--- config.mk ---
export PLATFORM = sky130hd
export DESIGN_NAME = periodic_timer
export DESIGN_NICKNAME = d
export VERILOG_FILES = /design/src/core/ptimer_pkg.sv /design/src/core/periodic_timer.sv /design/src/core/pin_edge_sync.sv
export VERILOG_INCLUDE_DIRS = /design/src /design/src/core
export SDC_FILE = /design/constraint.sdc
export NUM_CORES = 1
export LEC_CHECK = 0
export ABC_AREA = 1
export BUFFER_PORTS_ARGS = -buffer_cell sky130_fd_sc_hd__buf_2
export CORE_MARGIN = 8
export CORE_UTILIZATION = 50
export DETAILED_ROUTE_END_ITERATION = 7
export GPL_TIMING_DRIVEN = 0
export PLACE_DENSITY = 0.73
export SETUP_SLACK_MARGIN = 0.1
export SLEW_MARGIN = 5
export SYNTH_ARGS = -nofsm -noshare
export SYNTH_HDL_FRONTEND = slang
export SYNTH_HIERARCHICAL = 1
export SYNTH_SLANG_ARGS = --single-unit
--- constraint.sdc ---
create_clock -name clk_sys -period 7 [get_ports clk_sys]
set_input_delay 1.4 -clock clk_sys [delete_from_list [all_inputs] [get_ports clk_sys]]
set_output_delay 1.4 -clock clk_sys [all_outputs]
set_load 0.01 [all_outputs]
--- src/core/ptimer_cfg.svh ---
`ifndef PTIMER_CFG_SVH
`define PTIMER_CFG_SVH

// Register byte offsets
`define OFF_CTRL     5'h00
`define OFF_COUNT    5'h04
`define OFF_CMPA     5'h08
`define OFF_PERIOD   5'h0c
`define OFF_FLAGS    5'h10

// Control register field positions
`define CTRL_MODE_LO 0
`define CTRL_MODE_HI 1
`define CTRL_ACT_LO  2
`define CTRL_ACT_HI  3
`define CTRL_RUN     4
`define CTRL_CLRSEL  5
`define CTRL_INIT    6
`define CTRL_INV     7
`define CTRL_SRCSEL  8

// Flag register field positions
`define FLAG_MATCH_A 0
`define FLAG_PERIOD  1

// Mode field and output action encodings
`define MODE_CMP     2'b00
`define MODE_CAP     2'b01
`define MODE_WAVE    2'b10
`define MODE_TMR     2'b11
`define ACT_NONE     2'b00
`define ACT_LOW      2'b01
`define ACT_HIGH     2'b10
`define ACT_TOGGLE   2'b11
`define ACT_PWM      2'b10
`define ACT_PULSE    2'b11
`define CAP_RISE     2'b00
`define CAP_FALL     2'b01
`define CAP_BOTH     2'b10

// Reset values and bus answers
`define RST_COUNT    10'h000
`define RESP_OKAY    2'b00
`define RESP_SLVERR  2'b10

`endif

--- src/core/ptimer_pkg.sv ---
`default_nettype none

package ptimer_pkg;

   // Ten-bit counter and compare values
   typedef logic [9:0] count_t;

   // Operating mode decoded from mode and output action fields
   typedef enum logic [2:0] {
      OP_CMP,
      OP_CAP,
      OP_PWM,
      OP_PULSE,
      OP_TMR
   } op_t;

endpackage : ptimer_pkg

`default_nettype wire

--- src/core/periodic_timer.sv ---
// Operation
// - Mode 00 compare; period match clears counter
// - Compare-A match drives pin high, low, toggle
// - Counter and compare values ten bits wide
// - Clear select one: compare-A match clears counter
// - Only compare-A match and run rise change pin level in compare
// - Run rise restores pin initial level
// - Clear select one: no period flag
// - Mode 11 counts like compare, pin unused
// - Mode 10 with action 10 is PWM
// - PWM period from period value, zero 1024
// - Duty at or above period: always active
// - PWM raises compare-A and period flags
// - PWM polarity, invert and force controls
// - PWM counting continues while pin forced
// - PWM ignores clear select bit
// - Mode 10 action 11 is single pulse
// - Run rise or trigger edge starts pulse
// - Compare-A match or software ends pulse
// - Pulse counter zeroed only on run rise
// - Mode 01 capture, source select chooses pin
// - Capture copies counter to compare-A, flags
// - Action field picks edge; 11 disables capture
// - Capture counter free-runs, period match clears
// - Capture mode drives no output pin
`timescale 1ns/1ps
`default_nettype none
`include "ptimer_cfg.svh"

module periodic_timer #(
   parameter int ADDR_W = 5
) (
   // Clock and reset
   input  wire logic              clk_sys,
   input  wire logic              rst,
   // Timer clock tick from the clock selector
   input  wire logic              timer_tick,
   // AXI4-Lite write channels
   input  wire logic [ADDR_W-1:0] s_axi_awaddr,
   input  wire logic              s_axi_awvalid,
   output logic                   s_axi_awready,
   input  wire logic [31:0]       s_axi_wdata,
   input  wire logic [3:0]        s_axi_wstrb,
   input  wire logic              s_axi_wvalid,
   output logic                   s_axi_wready,
   output logic [1:0]             s_axi_bresp,
   output logic                   s_axi_bvalid,
   input  wire logic              s_axi_bready,
   // AXI4-Lite read channels
   input  wire logic [ADDR_W-1:0] s_axi_araddr,
   input  wire logic              s_axi_arvalid,
   output logic                   s_axi_arready,
   output logic [31:0]            s_axi_rdata,
   output logic [1:0]             s_axi_rresp,
   output logic                   s_axi_rvalid,
   input  wire logic              s_axi_rready,
   // Timer pins
   input  wire logic              capture_input_pin,
   input  wire logic              trigger_input_pin,
   output logic                   timer_out,
   output logic                   timer_out_en
);

   if (ADDR_W < 5) begin : g_addr_check
      $error("ADDR_W must be at least 5");
   end

   ////////////////////////////////////////////////////////////////////////
   // Functions

   // Register index from byte address; 7 means unmapped
   function automatic logic [2:0] reg_index(input logic [ADDR_W-1:0] a);
      if (a == ADDR_W'(`OFF_CTRL)) reg_index = 3'h0;
      else if (a == ADDR_W'(`OFF_COUNT)) reg_index = 3'h1;
      else if (a == ADDR_W'(`OFF_CMPA)) reg_index = 3'h2;
      else if (a == ADDR_W'(`OFF_PERIOD)) reg_index = 3'h3;
      else if (a == ADDR_W'(`OFF_FLAGS)) reg_index = 3'h4;
      else reg_index = 3'h7;
   endfunction

   // Byte-lane merge of a 16-bit slice
   function automatic logic [15:0] merge16(input logic [15:0] old,
                                           input logic [15:0] nw,
                                           input logic [1:0]  strb);
      logic [15:0] m;
      m = {{8{strb[1]}}, {8{strb[0]}}};
      merge16 = (old & ~m) | (nw & m);
   endfunction

   ////////////////////////////////////////////////////////////////////////
   // Declarations

   logic               awready_q, wready_q, bvalid_q, arready_q, rvalid_q;
   logic [1:0]         bresp_q, rresp_q;
   logic [31:0]        rdata_q;
   logic [ADDR_W-1:0]  awaddr_q;
   logic [15:0]        wdata_q;
   logic [1:0]         wstrb_q;
   logic               wr_go;
   logic [2:0]         wr_idx;
   logic [15:0]        ctrl_wr;
   logic [1:0]         mode_q, act_q;
   logic               run_q, run_prev_q, clr_sel_q, oc_q, inv_q, src_q;
   ptimer_pkg::count_t cnt_q, cmp_a_q, per_q, cnt_inc;
   logic               flag_a_q, flag_p_q;
   logic               out_lvl_q, timer_out_q, timer_out_en_q;
   ptimer_pkg::op_t    op;
   logic               run_rise, adv, a_hit, p_hit;
   logic               a_ev, p_ev, cnt_clr, cap_ev, pwm_full;
   logic               trig_rise, trig_fall, capi_rise, capi_fall;
   logic               src_rise, src_fall, pin_d, pin_en_d;

   ////////////////////////////////////////////////////////////////////////
   // Pin synchronisers

   pin_edge_sync u_trig_sync (
      .clk_sys (clk_sys),
      .rst     (rst),
      .pin     (trigger_input_pin),
      .rise    (trig_rise),
      .fall    (trig_fall)
   );

   pin_edge_sync u_capi_sync (
      .clk_sys (clk_sys),
      .rst     (rst),
      .pin     (capture_input_pin),
      .rise    (capi_rise),
      .fall    (capi_fall)
   );

   ////////////////////////////////////////////////////////////////////////
   // AXI4-Lite slave

   // Address and data are held until both are in, in either order
   assign wr_go  = ~awready_q & ~wready_q & ~bvalid_q;
   assign wr_idx = reg_index(awaddr_q);

   // Write channels and response
   always_ff @(posedge clk_sys or posedge rst) begin
      if (rst) begin
         awready_q <= 1'b1;
         wready_q  <= 1'b1;
         bvalid_q  <= 1'b0;
         bresp_q   <= `RESP_OKAY;
         awaddr_q  <= '0;
         wdata_q   <= 16'h0000;
         wstrb_q   <= 2'b00;
      end else begin
         if (s_axi_awvalid && awready_q) begin
            awready_q <= 1'b0;
            awaddr_q  <= s_axi_awaddr;
         end
         if (s_axi_wvalid && wready_q) begin
            wready_q <= 1'b0;
            wdata_q  <= s_axi_wdata[15:0];
            wstrb_q  <= s_axi_wstrb[1:0];
         end
         if (wr_go) begin
            bvalid_q <= 1'b1;
            bresp_q  <= (wr_idx == 3'h7) ? `RESP_SLVERR : `RESP_OKAY;
         end else if (bvalid_q && s_axi_bready) begin
            bvalid_q  <= 1'b0;
            awready_q <= 1'b1;
            wready_q  <= 1'b1;
         end
      end
   end

   // Read channels; one cycle from address to data
   always_ff @(posedge clk_sys or posedge rst) begin
      if (rst) begin
         arready_q <= 1'b1;
         rvalid_q  <= 1'b0;
         rresp_q   <= `RESP_OKAY;
         rdata_q   <= 32'h0000_0000;
      end else if (s_axi_arvalid && arready_q) begin
         arready_q <= 1'b0;
         rvalid_q  <= 1'b1;
         rresp_q   <= `RESP_OKAY;
         rdata_q   <= 32'h0000_0000;
         case (reg_index(s_axi_araddr))
            3'h0: rdata_q[8:0] <= {src_q, inv_q, oc_q, clr_sel_q, run_q,
                                   act_q, mode_q};
            3'h1: rdata_q[9:0] <= cnt_q;
            3'h2: rdata_q[9:0] <= cmp_a_q;
            3'h3: rdata_q[9:0] <= per_q;
            3'h4: rdata_q[1:0] <= {flag_p_q, flag_a_q};
            default: rresp_q <= `RESP_SLVERR;
         endcase
      end else if (rvalid_q && s_axi_rready) begin
         rvalid_q  <= 1'b0;
         arready_q <= 1'b1;
      end
   end

   ////////////////////////////////////////////////////////////////////////
   // Control register

   assign ctrl_wr = merge16({7'h00, src_q, inv_q, oc_q, clr_sel_q, run_q,
                             act_q, mode_q}, wdata_q, wstrb_q);

   // Mode and option bits; software keeps action at 11 in pulse mode
   always_ff @(posedge clk_sys or posedge rst) begin
      if (rst) begin
         mode_q    <= `MODE_CMP;
         act_q     <= `ACT_NONE;
         clr_sel_q <= 1'b0;
         oc_q      <= 1'b0;
         inv_q     <= 1'b0;
         src_q     <= 1'b0;
      end else if (wr_go && wr_idx == 3'h0) begin
         mode_q    <= ctrl_wr[`CTRL_MODE_HI:`CTRL_MODE_LO];
         act_q     <= ctrl_wr[`CTRL_ACT_HI:`CTRL_ACT_LO];
         clr_sel_q <= ctrl_wr[`CTRL_CLRSEL];
         oc_q      <= ctrl_wr[`CTRL_INIT];
         inv_q     <= ctrl_wr[`CTRL_INV];
         src_q     <= ctrl_wr[`CTRL_SRCSEL];
      end
   end

   // Run bit; hardware start and stop beat a software write
   always_ff @(posedge clk_sys or posedge rst) begin
      if (rst) begin
         run_q      <= 1'b0;
         run_prev_q <= 1'b0;
      end else begin
         run_prev_q <= run_q;
         if (op == ptimer_pkg::OP_PULSE && a_ev) begin
            run_q <= 1'b0;
         end else if (op == ptimer_pkg::OP_PULSE && trig_rise) begin
            run_q <= 1'b1;
         end else if (wr_go && wr_idx == 3'h0) begin
            run_q <= ctrl_wr[`CTRL_RUN];
         end
      end
   end

   ////////////////////////////////////////////////////////////////////////
   // Mode decode and comparators

   always_comb begin
      case (mode_q)
         `MODE_CMP: op = ptimer_pkg::OP_CMP;
         `MODE_CAP: op = ptimer_pkg::OP_CAP;
         `MODE_WAVE: op = (act_q == `ACT_PULSE) ? ptimer_pkg::OP_PULSE
                                                : ptimer_pkg::OP_PWM;
         default: op = ptimer_pkg::OP_TMR;
      endcase
   end

   assign run_rise = run_q & ~run_prev_q;
   assign cnt_inc  = cnt_q + 10'h001;
   assign adv      = timer_tick & run_q & ~run_rise;
   // A zero period matches at the wrap, giving 1024 clocks
   assign a_hit    = adv & (cnt_inc == cmp_a_q);
   assign p_hit    = adv & (cnt_inc == per_q);
   assign pwm_full = (per_q != 10'h000) && (cmp_a_q >= per_q);

   // Capture edge from the selected pin
   assign src_rise = src_q ? trig_rise : capi_rise;
   assign src_fall = src_q ? trig_fall : capi_fall;
   always_comb begin
      case (act_q)
         `CAP_RISE: cap_ev = src_rise;
         `CAP_FALL: cap_ev = src_fall;
         `CAP_BOTH: cap_ev = src_rise | src_fall;
         default:   cap_ev = 1'b0;
      endcase
      cap_ev = cap_ev & run_q & (op == ptimer_pkg::OP_CAP);
   end

   // Events and counter clear for each mode
   always_comb begin
      a_ev    = 1'b0;
      p_ev    = 1'b0;
      cnt_clr = 1'b0;
      case (op)
         ptimer_pkg::OP_CMP, ptimer_pkg::OP_TMR: begin
            // Zero compare-A value raises no flag
            a_ev = a_hit & (cmp_a_q != 10'h000);
            if (clr_sel_q) begin
               cnt_clr = a_hit;
            end else begin
               cnt_clr = p_hit;
               p_ev    = p_hit;
            end
         end
         ptimer_pkg::OP_PWM: begin
            a_ev    = a_hit;
            p_ev    = p_hit;
            cnt_clr = p_hit;
         end
         ptimer_pkg::OP_PULSE: begin
            a_ev = a_hit;
         end
         default: begin
            a_ev    = cap_ev;
            p_ev    = p_hit;
            cnt_clr = p_hit;
         end
      endcase
   end

   ////////////////////////////////////////////////////////////////////////
   // Counter and compare registers

   // Counter zeroed on run rise, else advances on each tick while running
   always_ff @(posedge clk_sys or posedge rst) begin
      if (rst) begin
         cnt_q <= `RST_COUNT;
      end else if (run_rise) begin
         cnt_q <= `RST_COUNT;
      end else if (adv) begin
         cnt_q <= cnt_clr ? `RST_COUNT : cnt_inc;
      end
   end

   // Capture overrides a software write in the same cycle
   always_ff @(posedge clk_sys or posedge rst) begin
      if (rst) begin
         cmp_a_q <= 10'h000;
         per_q   <= 10'h000;
      end else begin
         if (cap_ev) begin
            cmp_a_q <= cnt_q;
         end else if (wr_go && wr_idx == 3'h2) begin
            cmp_a_q <= 10'(merge16({6'h00, cmp_a_q}, wdata_q, wstrb_q));
         end
         if (wr_go && wr_idx == 3'h3) begin
            per_q <= 10'(merge16({6'h00, per_q}, wdata_q, wstrb_q));
         end
      end
   end

   // Sticky flags, write one to clear; a new event wins over the clear
   always_ff @(posedge clk_sys or posedge rst) begin
      if (rst) begin
         flag_a_q <= 1'b0;
         flag_p_q <= 1'b0;
      end else begin
         flag_a_q <= a_ev | (flag_a_q & ~(wr_go && wr_idx == 3'h4 &&
                     wstrb_q[0] && wdata_q[`FLAG_MATCH_A]));
         flag_p_q <= p_ev | (flag_p_q & ~(wr_go && wr_idx == 3'h4 &&
                     wstrb_q[0] && wdata_q[`FLAG_PERIOD]));
      end
   end

   ////////////////////////////////////////////////////////////////////////
   // Output pin

   // Compare-mode level; run rise loads it, otherwise only a compare-A event moves it
   always_ff @(posedge clk_sys or posedge rst) begin
      if (rst) begin
         out_lvl_q <= 1'b0;
      end else if (run_rise) begin
         out_lvl_q <= oc_q;
      end else if (op == ptimer_pkg::OP_CMP && a_ev) begin
         case (act_q)
            `ACT_LOW:    out_lvl_q <= 1'b0;
            `ACT_HIGH:   out_lvl_q <= 1'b1;
            `ACT_TOGGLE: out_lvl_q <= ~out_lvl_q;
            default:     out_lvl_q <= out_lvl_q;
         endcase
      end
   end

   // Pin value per mode; the invert bit applies last
   always_comb begin
      pin_d    = 1'b0;
      pin_en_d = 1'b0;
      case (op)
         ptimer_pkg::OP_CMP: begin
            pin_en_d = 1'b1;
            pin_d    = out_lvl_q ^ inv_q;
         end
         ptimer_pkg::OP_PWM: begin
            pin_en_d = 1'b1;
            // Forcing the pin leaves the counter running
            if (act_q == `ACT_PWM) begin
               pin_d = ((run_q && (pwm_full || cnt_q < cmp_a_q)) ? oc_q
                        : ~oc_q) ^ inv_q;
            end else begin
               pin_d = (act_q == `ACT_LOW) ^ inv_q;
            end
         end
         ptimer_pkg::OP_PULSE: begin
            pin_en_d = 1'b1;
            pin_d    = (run_q ? oc_q : ~oc_q) ^ inv_q;
         end
         default: begin
            pin_en_d = 1'b0;
         end
      endcase
   end

   always_ff @(posedge clk_sys or posedge rst) begin
      if (rst) begin
         timer_out_q    <= 1'b0;
         timer_out_en_q <= 1'b0;
      end else begin
         timer_out_q    <= pin_d;
         timer_out_en_q <= pin_en_d;
      end
   end

   assign s_axi_awready = awready_q;
   assign s_axi_wready  = wready_q;
   assign s_axi_bvalid  = bvalid_q;
   assign s_axi_bresp   = bresp_q;
   assign s_axi_arready = arready_q;
   assign s_axi_rvalid  = rvalid_q;
   assign s_axi_rresp   = rresp_q;
   assign s_axi_rdata   = rdata_q;
   assign timer_out     = timer_out_q;
   assign timer_out_en  = timer_out_en_q;
endmodule // periodic_timer

`default_nettype wire

--- src/core/pin_edge_sync.sv ---
`timescale 1ns/1ps
`default_nettype none

module pin_edge_sync (
   // Clock and reset
   input  wire logic clk_sys,
   input  wire logic rst,
   // Asynchronous pin and its synchronised edges
   input  wire logic pin,
   output logic      rise,
   output logic      fall
);

   logic meta_q;
   logic sync_q;
   logic prev_q;

   // Two flops before any logic looks at the pin
   always_ff @(posedge clk_sys or posedge rst) begin
      if (rst) begin
         meta_q <= 1'b0;
         sync_q <= 1'b0;
         prev_q <= 1'b0;
      end else begin
         meta_q <= pin;
         sync_q <= meta_q;
         prev_q <= sync_q;
      end
   end

   assign rise = sync_q & ~prev_q;
   assign fall = ~sync_q & prev_q;

endmodule // pin_edge_sync

`default_nettype wire

== Word-level counts from Yosys, hierarchy flattened ==
Index checks and enable logic that the tools add are counted.

* Output and inout port bits: 43
* Word-level logic and storage cells: 200
* Bits of input ports: 56
* Flip-flop bits (word level): 87

* Equality and inequality tests: 27
* Add/sub/neg operators: 1
* Reduce and logical (&&, ||, !) cells: 39
* $lt $le $gt $ge: 2
* Bitwise gates (word level): 44
* Mux-type cells: 54

{| class="wikitable"
|+ Operators by type and width
! cell !! number
|-
| $mux W10 || 5
|-
| $and A10 B10 Y10 || 3
|-
| $pmux W7 S4 || 1
|-
| $mux W3 || 9
|-
| $mux W1 || 26
|-
| $eq A10 B10 Y1 || 2
|-
| $eq A5 B4 Y1 const B || 4
|-
| $or A10 B10 Y10 || 2
|-
| $reduce_bool A10 Y1 || 2
|-
| $eq A3 B2 Y1 const B || 6
|-
| $logic_and A1 B1 Y1 || 17
|-
| $and A1 B1 Y1 || 16
|-
| $not A1 Y1 || 13
|-
| $eq A3 B3 Y1 const B || 4
|-
| $pmux W1 S3 || 4
|-
| $add A10 B1 Y10 const B || 1
|-
| $eq A5 B3 Y1 const B || 2
|-
| $eq A5 B5 Y1 const B || 2
|-
| $ge A10 B10 Y1 || 1
|-
| $logic_not A5 Y1 || 2
|-
| $lt A10 B10 Y1 || 1
|-
| $not A10 Y10 || 1
|-
| $pmux W2 S5 || 1
|-
| $reduce_bool A2 Y1 || 5
|-
| 19 further kinds || 37
|}

== Longest topological paths before layout ==
* Depth after elaboration: 13
* Depth in mapped cells: 18
* Mapped depth without buffers: 18

== By module ==
Netlist, hierarchy kept.

{| class="wikitable"
|+ Modules (own cells, without submodules)
! module !! cells each !! area each (um^2) !! times used !! seq. area each (um^2)
|-
| periodic_timer || 668 || 5056.1 || 1 || 1980.6
|-
| pin_edge_sync || 8 || 93.8 || 2 || 75.1
|}

== Least setup slack after synthesis ==
Ideal clock, no wire load.

* Kind: input port to flip-flop
* From: in s_axi_araddr[4]
* To: reg rdata_q[6] (netlist: s_axi_rdata[6])
* Path buffers: 1
* Arrival time: 2527 ps
* Stages: 8
* Data required time: 6935 ps
* Path slack: 4408 ps
* Setup time: 65 ps
* Cell sequence: clkbuf_1 > nor4_2 > nand2_1 > o21ai_0 > a21oi_1 > o21ai_0 > nand2_1 > nand2_1

* Longest elaborated chain between the ends: 9
* Elaborated cells between the ends (all ways): 16
* Classes of those cells: 7 x eq/ne; 7 x mux; 2 x reduce/logical

{| class="wikitable"
|+ Ends and longest elaborated chain
! what !! line !! source
|-
| start: declaration || periodic_timer.sv:50 || <nowiki>input wire logic [ADDR_W-1:0] s_axi_araddr,</nowiki>
|-
| $eq A5 B5 Y1 || periodic_timer.sv:77 || <nowiki>else if (a == ADDR_W'(`OFF_FLAGS)) reg_index = 3'h4;</nowiki>
|-
| $mux W2 || periodic_timer.sv:77 ||
|-
| $mux W3 || periodic_timer.sv:76 || <nowiki>else if (a == ADDR_W'(`OFF_PERIOD)) reg_index = 3'h3;</nowiki>
|-
| $mux W3 || periodic_timer.sv:75 || <nowiki>else if (a == ADDR_W'(`OFF_CMPA)) reg_index = 3'h2;</nowiki>
|-
| $mux W3 || periodic_timer.sv:74 || <nowiki>else if (a == ADDR_W'(`OFF_COUNT)) reg_index = 3'h1;</nowiki>
|-
| $mux W3 (*) || periodic_timer.sv:73 || <nowiki>if (a == ADDR_W'(`OFF_CTRL)) reg_index = 3'h0;</nowiki>
|-
| $mux W3 (*) || periodic_timer.sv:177 || <nowiki>end else if (s_axi_arvalid && arready_q) begin</nowiki>
|-
| $eq A3 B2 Y1 (tied with other cells) || periodic_timer.sv:182 || <nowiki>case (reg_index(s_axi_araddr))</nowiki>
|-
| $pmux W7 S4 (*) || periodic_timer.sv:182 ||
|-
| end signal: assignment || periodic_timer.sv:183 || <nowiki>3'h0: rdata_q[8:0] <= {src_q, inv_q, oc_q, clr_sel_q, run_q,</nowiki>
|-
| end signal: assignment || periodic_timer.sv:185 || <nowiki>3'h1: rdata_q[9:0] <= cnt_q;</nowiki>
|-
| end signal: assignment || periodic_timer.sv:186 || <nowiki>3'h2: rdata_q[9:0] <= cmp_a_q;</nowiki>
|-
| end: declaration || periodic_timer.sv:95 || <nowiki>logic [31:0] rdata_q;</nowiki>
|}

Every way passes the cells marked *; elsewhere a longest branch is shown, timed or not. The select of a mux whose other input is x is not followed.
A chain may end at the register's enable or synchronous reset.

== Worst setup path in the final report ==
* From: in s_axi_araddr[1]
* To: reg rdata_q[6] (netlist: s_axi_rdata[6])

The elaborated chain is that of the path after synthesis.

==> key figures <==
Run status
  • Status: finished clean

Cells and area
  • Area Overhead vs Synth: 14.5%
  • Filler cell count: a little under 1,000
  • # nets final: roughly 860
  • Layout cells sized above 1: roughly 16%
  • Footprint of the multi-input gates: between 0.002 and 0.003 mm²
  • Storage element area: about 0.0021 mm²
  • Diode count: 0
  • Final core occ: 58.4%

Synthesis
  • Number of enable flip-flop cells after synthesis: 0
  • Mean post-synth cell area: roughly 7.7 µm²
  • Mapped Cells: roughly 680
  • Prevailing post-synth register cell: dfrtp_1
  • Post-synthesis cell type count: 42
  • Top cells by area, synth: dfrtp_1 39%, nand2_1 12%, ha_1 7.4%, inv_1 6.7%, o21ai_0 5.2%
  • Most frequent cells after synthesis: 170 x nand2_1, 93 x inv_1, 82 x dfrtp_1
  • Sequential share of the synthesized area: 40.6%
  • Yosys top cell area share: between 30% and 40%
  • Async SR Flop Fraction: 100%
  • Synth warn: 6
  • Cell Area, Synth: between 0.005 and 0.006 mm²
  • Count leader, synth: nand2_1
  • #FFs+latches synth: between 80 and 90
  • Yosys top cell by area: dfrtp_1

STA
  • RSZ-0062 raised after global routing: no
  • Pins Over Slew Limit: 0
  • Hold Vio Cnt, Final: 0
  • Tcrit/Tclk final: between 40% and 50%
  • TNS Setup: 0 ns
  • Final Critical Period: approximately 2.9 ns
  • Worst hold margin: 0.361 ns
  • FMAX: between 0.3 and 0.4 GHz
  • Worst rel slew slack: between 20% and 30%
  • Fin worst setup slack: 4.10 ns
  • Worst-Margin Slew: about 1.1 ns
  • Setup-failing EPs final: 0
  • Worst Skew: around 0.0052 ns

Die
  • I/O pin count: 99
  • Rows: 37
  • Die area: around 0.014 mm²
  • Initial core utilization: around half
  • Die H: roughly 120 µm
  • Die Wd: between 100 and 150 µm
  • Core Area: roughly 0.01 mm²

Route
  • Drt initial violations: 341
  • WL final: ~14,000 µm
  • DR WL/cell: around 15 µm
  • Antenna viol nets, final: 0
  • DR vias: 4,790
  • DRC viols: 0
  • DR vias/cell: around 5.3
  • DRT Pass-1 Iters: 5

Power and ir drop
  • Worst VDD drop: approximately 210 µV
  • Leak pwr: between 3 and 4 nW
  • Pwr Total: 0.00214 W
  • Pwr/cell area: 357 mW/mm²

GRT
  • Initial antenna violation count: 0
  • Grt ovf: 0
  • First-pass GRT wire length: 23,200 µm
  • Tot GR Track Use: between 20% and 30%
  • Vias in the first global route: between 4,000 and 5,000
  • Largest net degree at the start of global routing: 46

Setup path
  • Required @ worst endpoint: ~7.3 ns
  • Crit path max-delay family: simple AND/OR/NAND/NOR gates
  • Most used cell along the critical path: nand2_1
  • CP max FO: 10
  • Crit path launch type: input port
  • Critical Path AT: 3.21 ns
  • Critical path's slowest cell: nor4_2
  • Buf/Inv on CP: 2
  • Worst setup path category: input port to flip-flop
  • Cell Chain, Critical Path: buf_2 > nor2_1 > inv_1 > nor4_2 > nand2_1 > o21ai_0 > a21oi_1 > o21ai_0 > nand2_1 > nand2_1
  • CP Capture Type: flip-flop
  • Worst path max stage delay: around 0.85 ns

Clock tree
  • Post-CTS setup buffers: 0
  • Cts repair resizes: 0
  • CTS clk-pin slew, worst paths: 0.08 ns
  • Sink Count: between 80 and 90
  • Skew-Pair Late Insertion Delay: 0.37 ns
  • H-tree Lvls: 3
  • Hold Buf Count CTS: 0
  • TritonCTS buffer count: 9
  • CTS tree: done
  • Clock Path Buffers: 2
  • CTS root buf: clkbuf_8

Placement
  • Post-DP HPWL: about 11,000 µm
  • Port Buffers: roughly 50
  • GPL Wtd Cong: 0.938
  • Post-Place Worst Slack: around 3.8 ns

Min path
  • Worst Hold Class: flip-flop to flip-flop

Flow run
  • Max cap viols: 0
## area by class of cell
class / instances / share of cell area [%]
Inverter: 94 / 5.92
Clock buffer: 11 / 2.52
Tap cell: 136 / 2.84
Multi-Input combinational cell: 490 / 43.3
Timing Repair Buffer: 50 / 4.42
Sequential cell: 85 / 35.5
Buffer: 38 / 4.09
Clock inverter: 5 / 1.38
## through the flow
step / cell area (µm²) / instances
after floorplan: 5330 / 707
after global placement: 5750 / 892
after detailed placement: 5770 / 893
after CTS: 6000 / 909
after global routing: 6000 / 909
final: 6000 / 909
## power breakdown
part	leakage (nW)	internal (W)	switching [W]
Clock	0.120	0.000221	0.000182
Sequential	1.06	0.000651	0.000170
Combinational	1.88	0.000350	0.000567
Total	3.06	0.00122	0.000920
## final timing paths
kind / from / end / depth (start not counted) / slack [ns]
max: s_axi_araddr[1] / s_axi_rdata[6] / 10 / 4.10
min: u_trig_sync/meta_q / u_trig_sync/sync_q / 0 / 0.36
max reg2reg: cnt_q[1] / cnt_q[1] / 12 / 4.42
min reg2reg: u_trig_sync/meta_q / u_trig_sync/sync_q / 0 / 0.36
max in group asynchronous: rst / s_axi_wready / 3 / 5.29
min in group asynchronous: rst / u_trig_sync/meta_q / 2 / 0.91
## routing by layer
layer	track usage, %	part of all wire, %
met2	32.1	46
met1	26.6	44
met3	3.57	6.4
met5	0	0
met4	9.64	3.4
## layout by cell type (no fill, tap or decap), types with 10 or more instances in the layout
| master | Yosys | layout |
|---|---|---|
| buf_2 | 4 | 53 |
| buf_4 | 24 | 24 |
| dfrtp_1 | 82 | 82 |
| inv_1 | 93 | 92 |
| conb_1 | 1 | 24 |
| nor2_1 | 61 | 61 |
| xor2_1 | 10 | 10 |
| clkbuf_8 | 0 | 11 |
| a21oi_1 | 23 | 23 |
| o21ai_0 | 55 | 55 |
| nand3_1 | 44 | 44 |
| ha_1 | 31 | 31 |
| nand2_1 | 170 | 170 |
## logic make-up (layout without fill, tap and decap cells)
group / Yosys count / in the layout / share of synthesized area (%)
flops: 85 / 85 / 40.6
compound gates: 102 / 102 / 10.9
mux: 9 / 9 / 1.91
buf+inv: 132 / 198 / 11.4
xor+xnor: 12 / 12 / 2.00
simple gates: 312 / 312 / 25.7
fa+ha+maj: 31 / 31 / 7.40
other cells: 1 / 24 / 0.0715
Note: power is estimated with default switching activity, not from simulation.
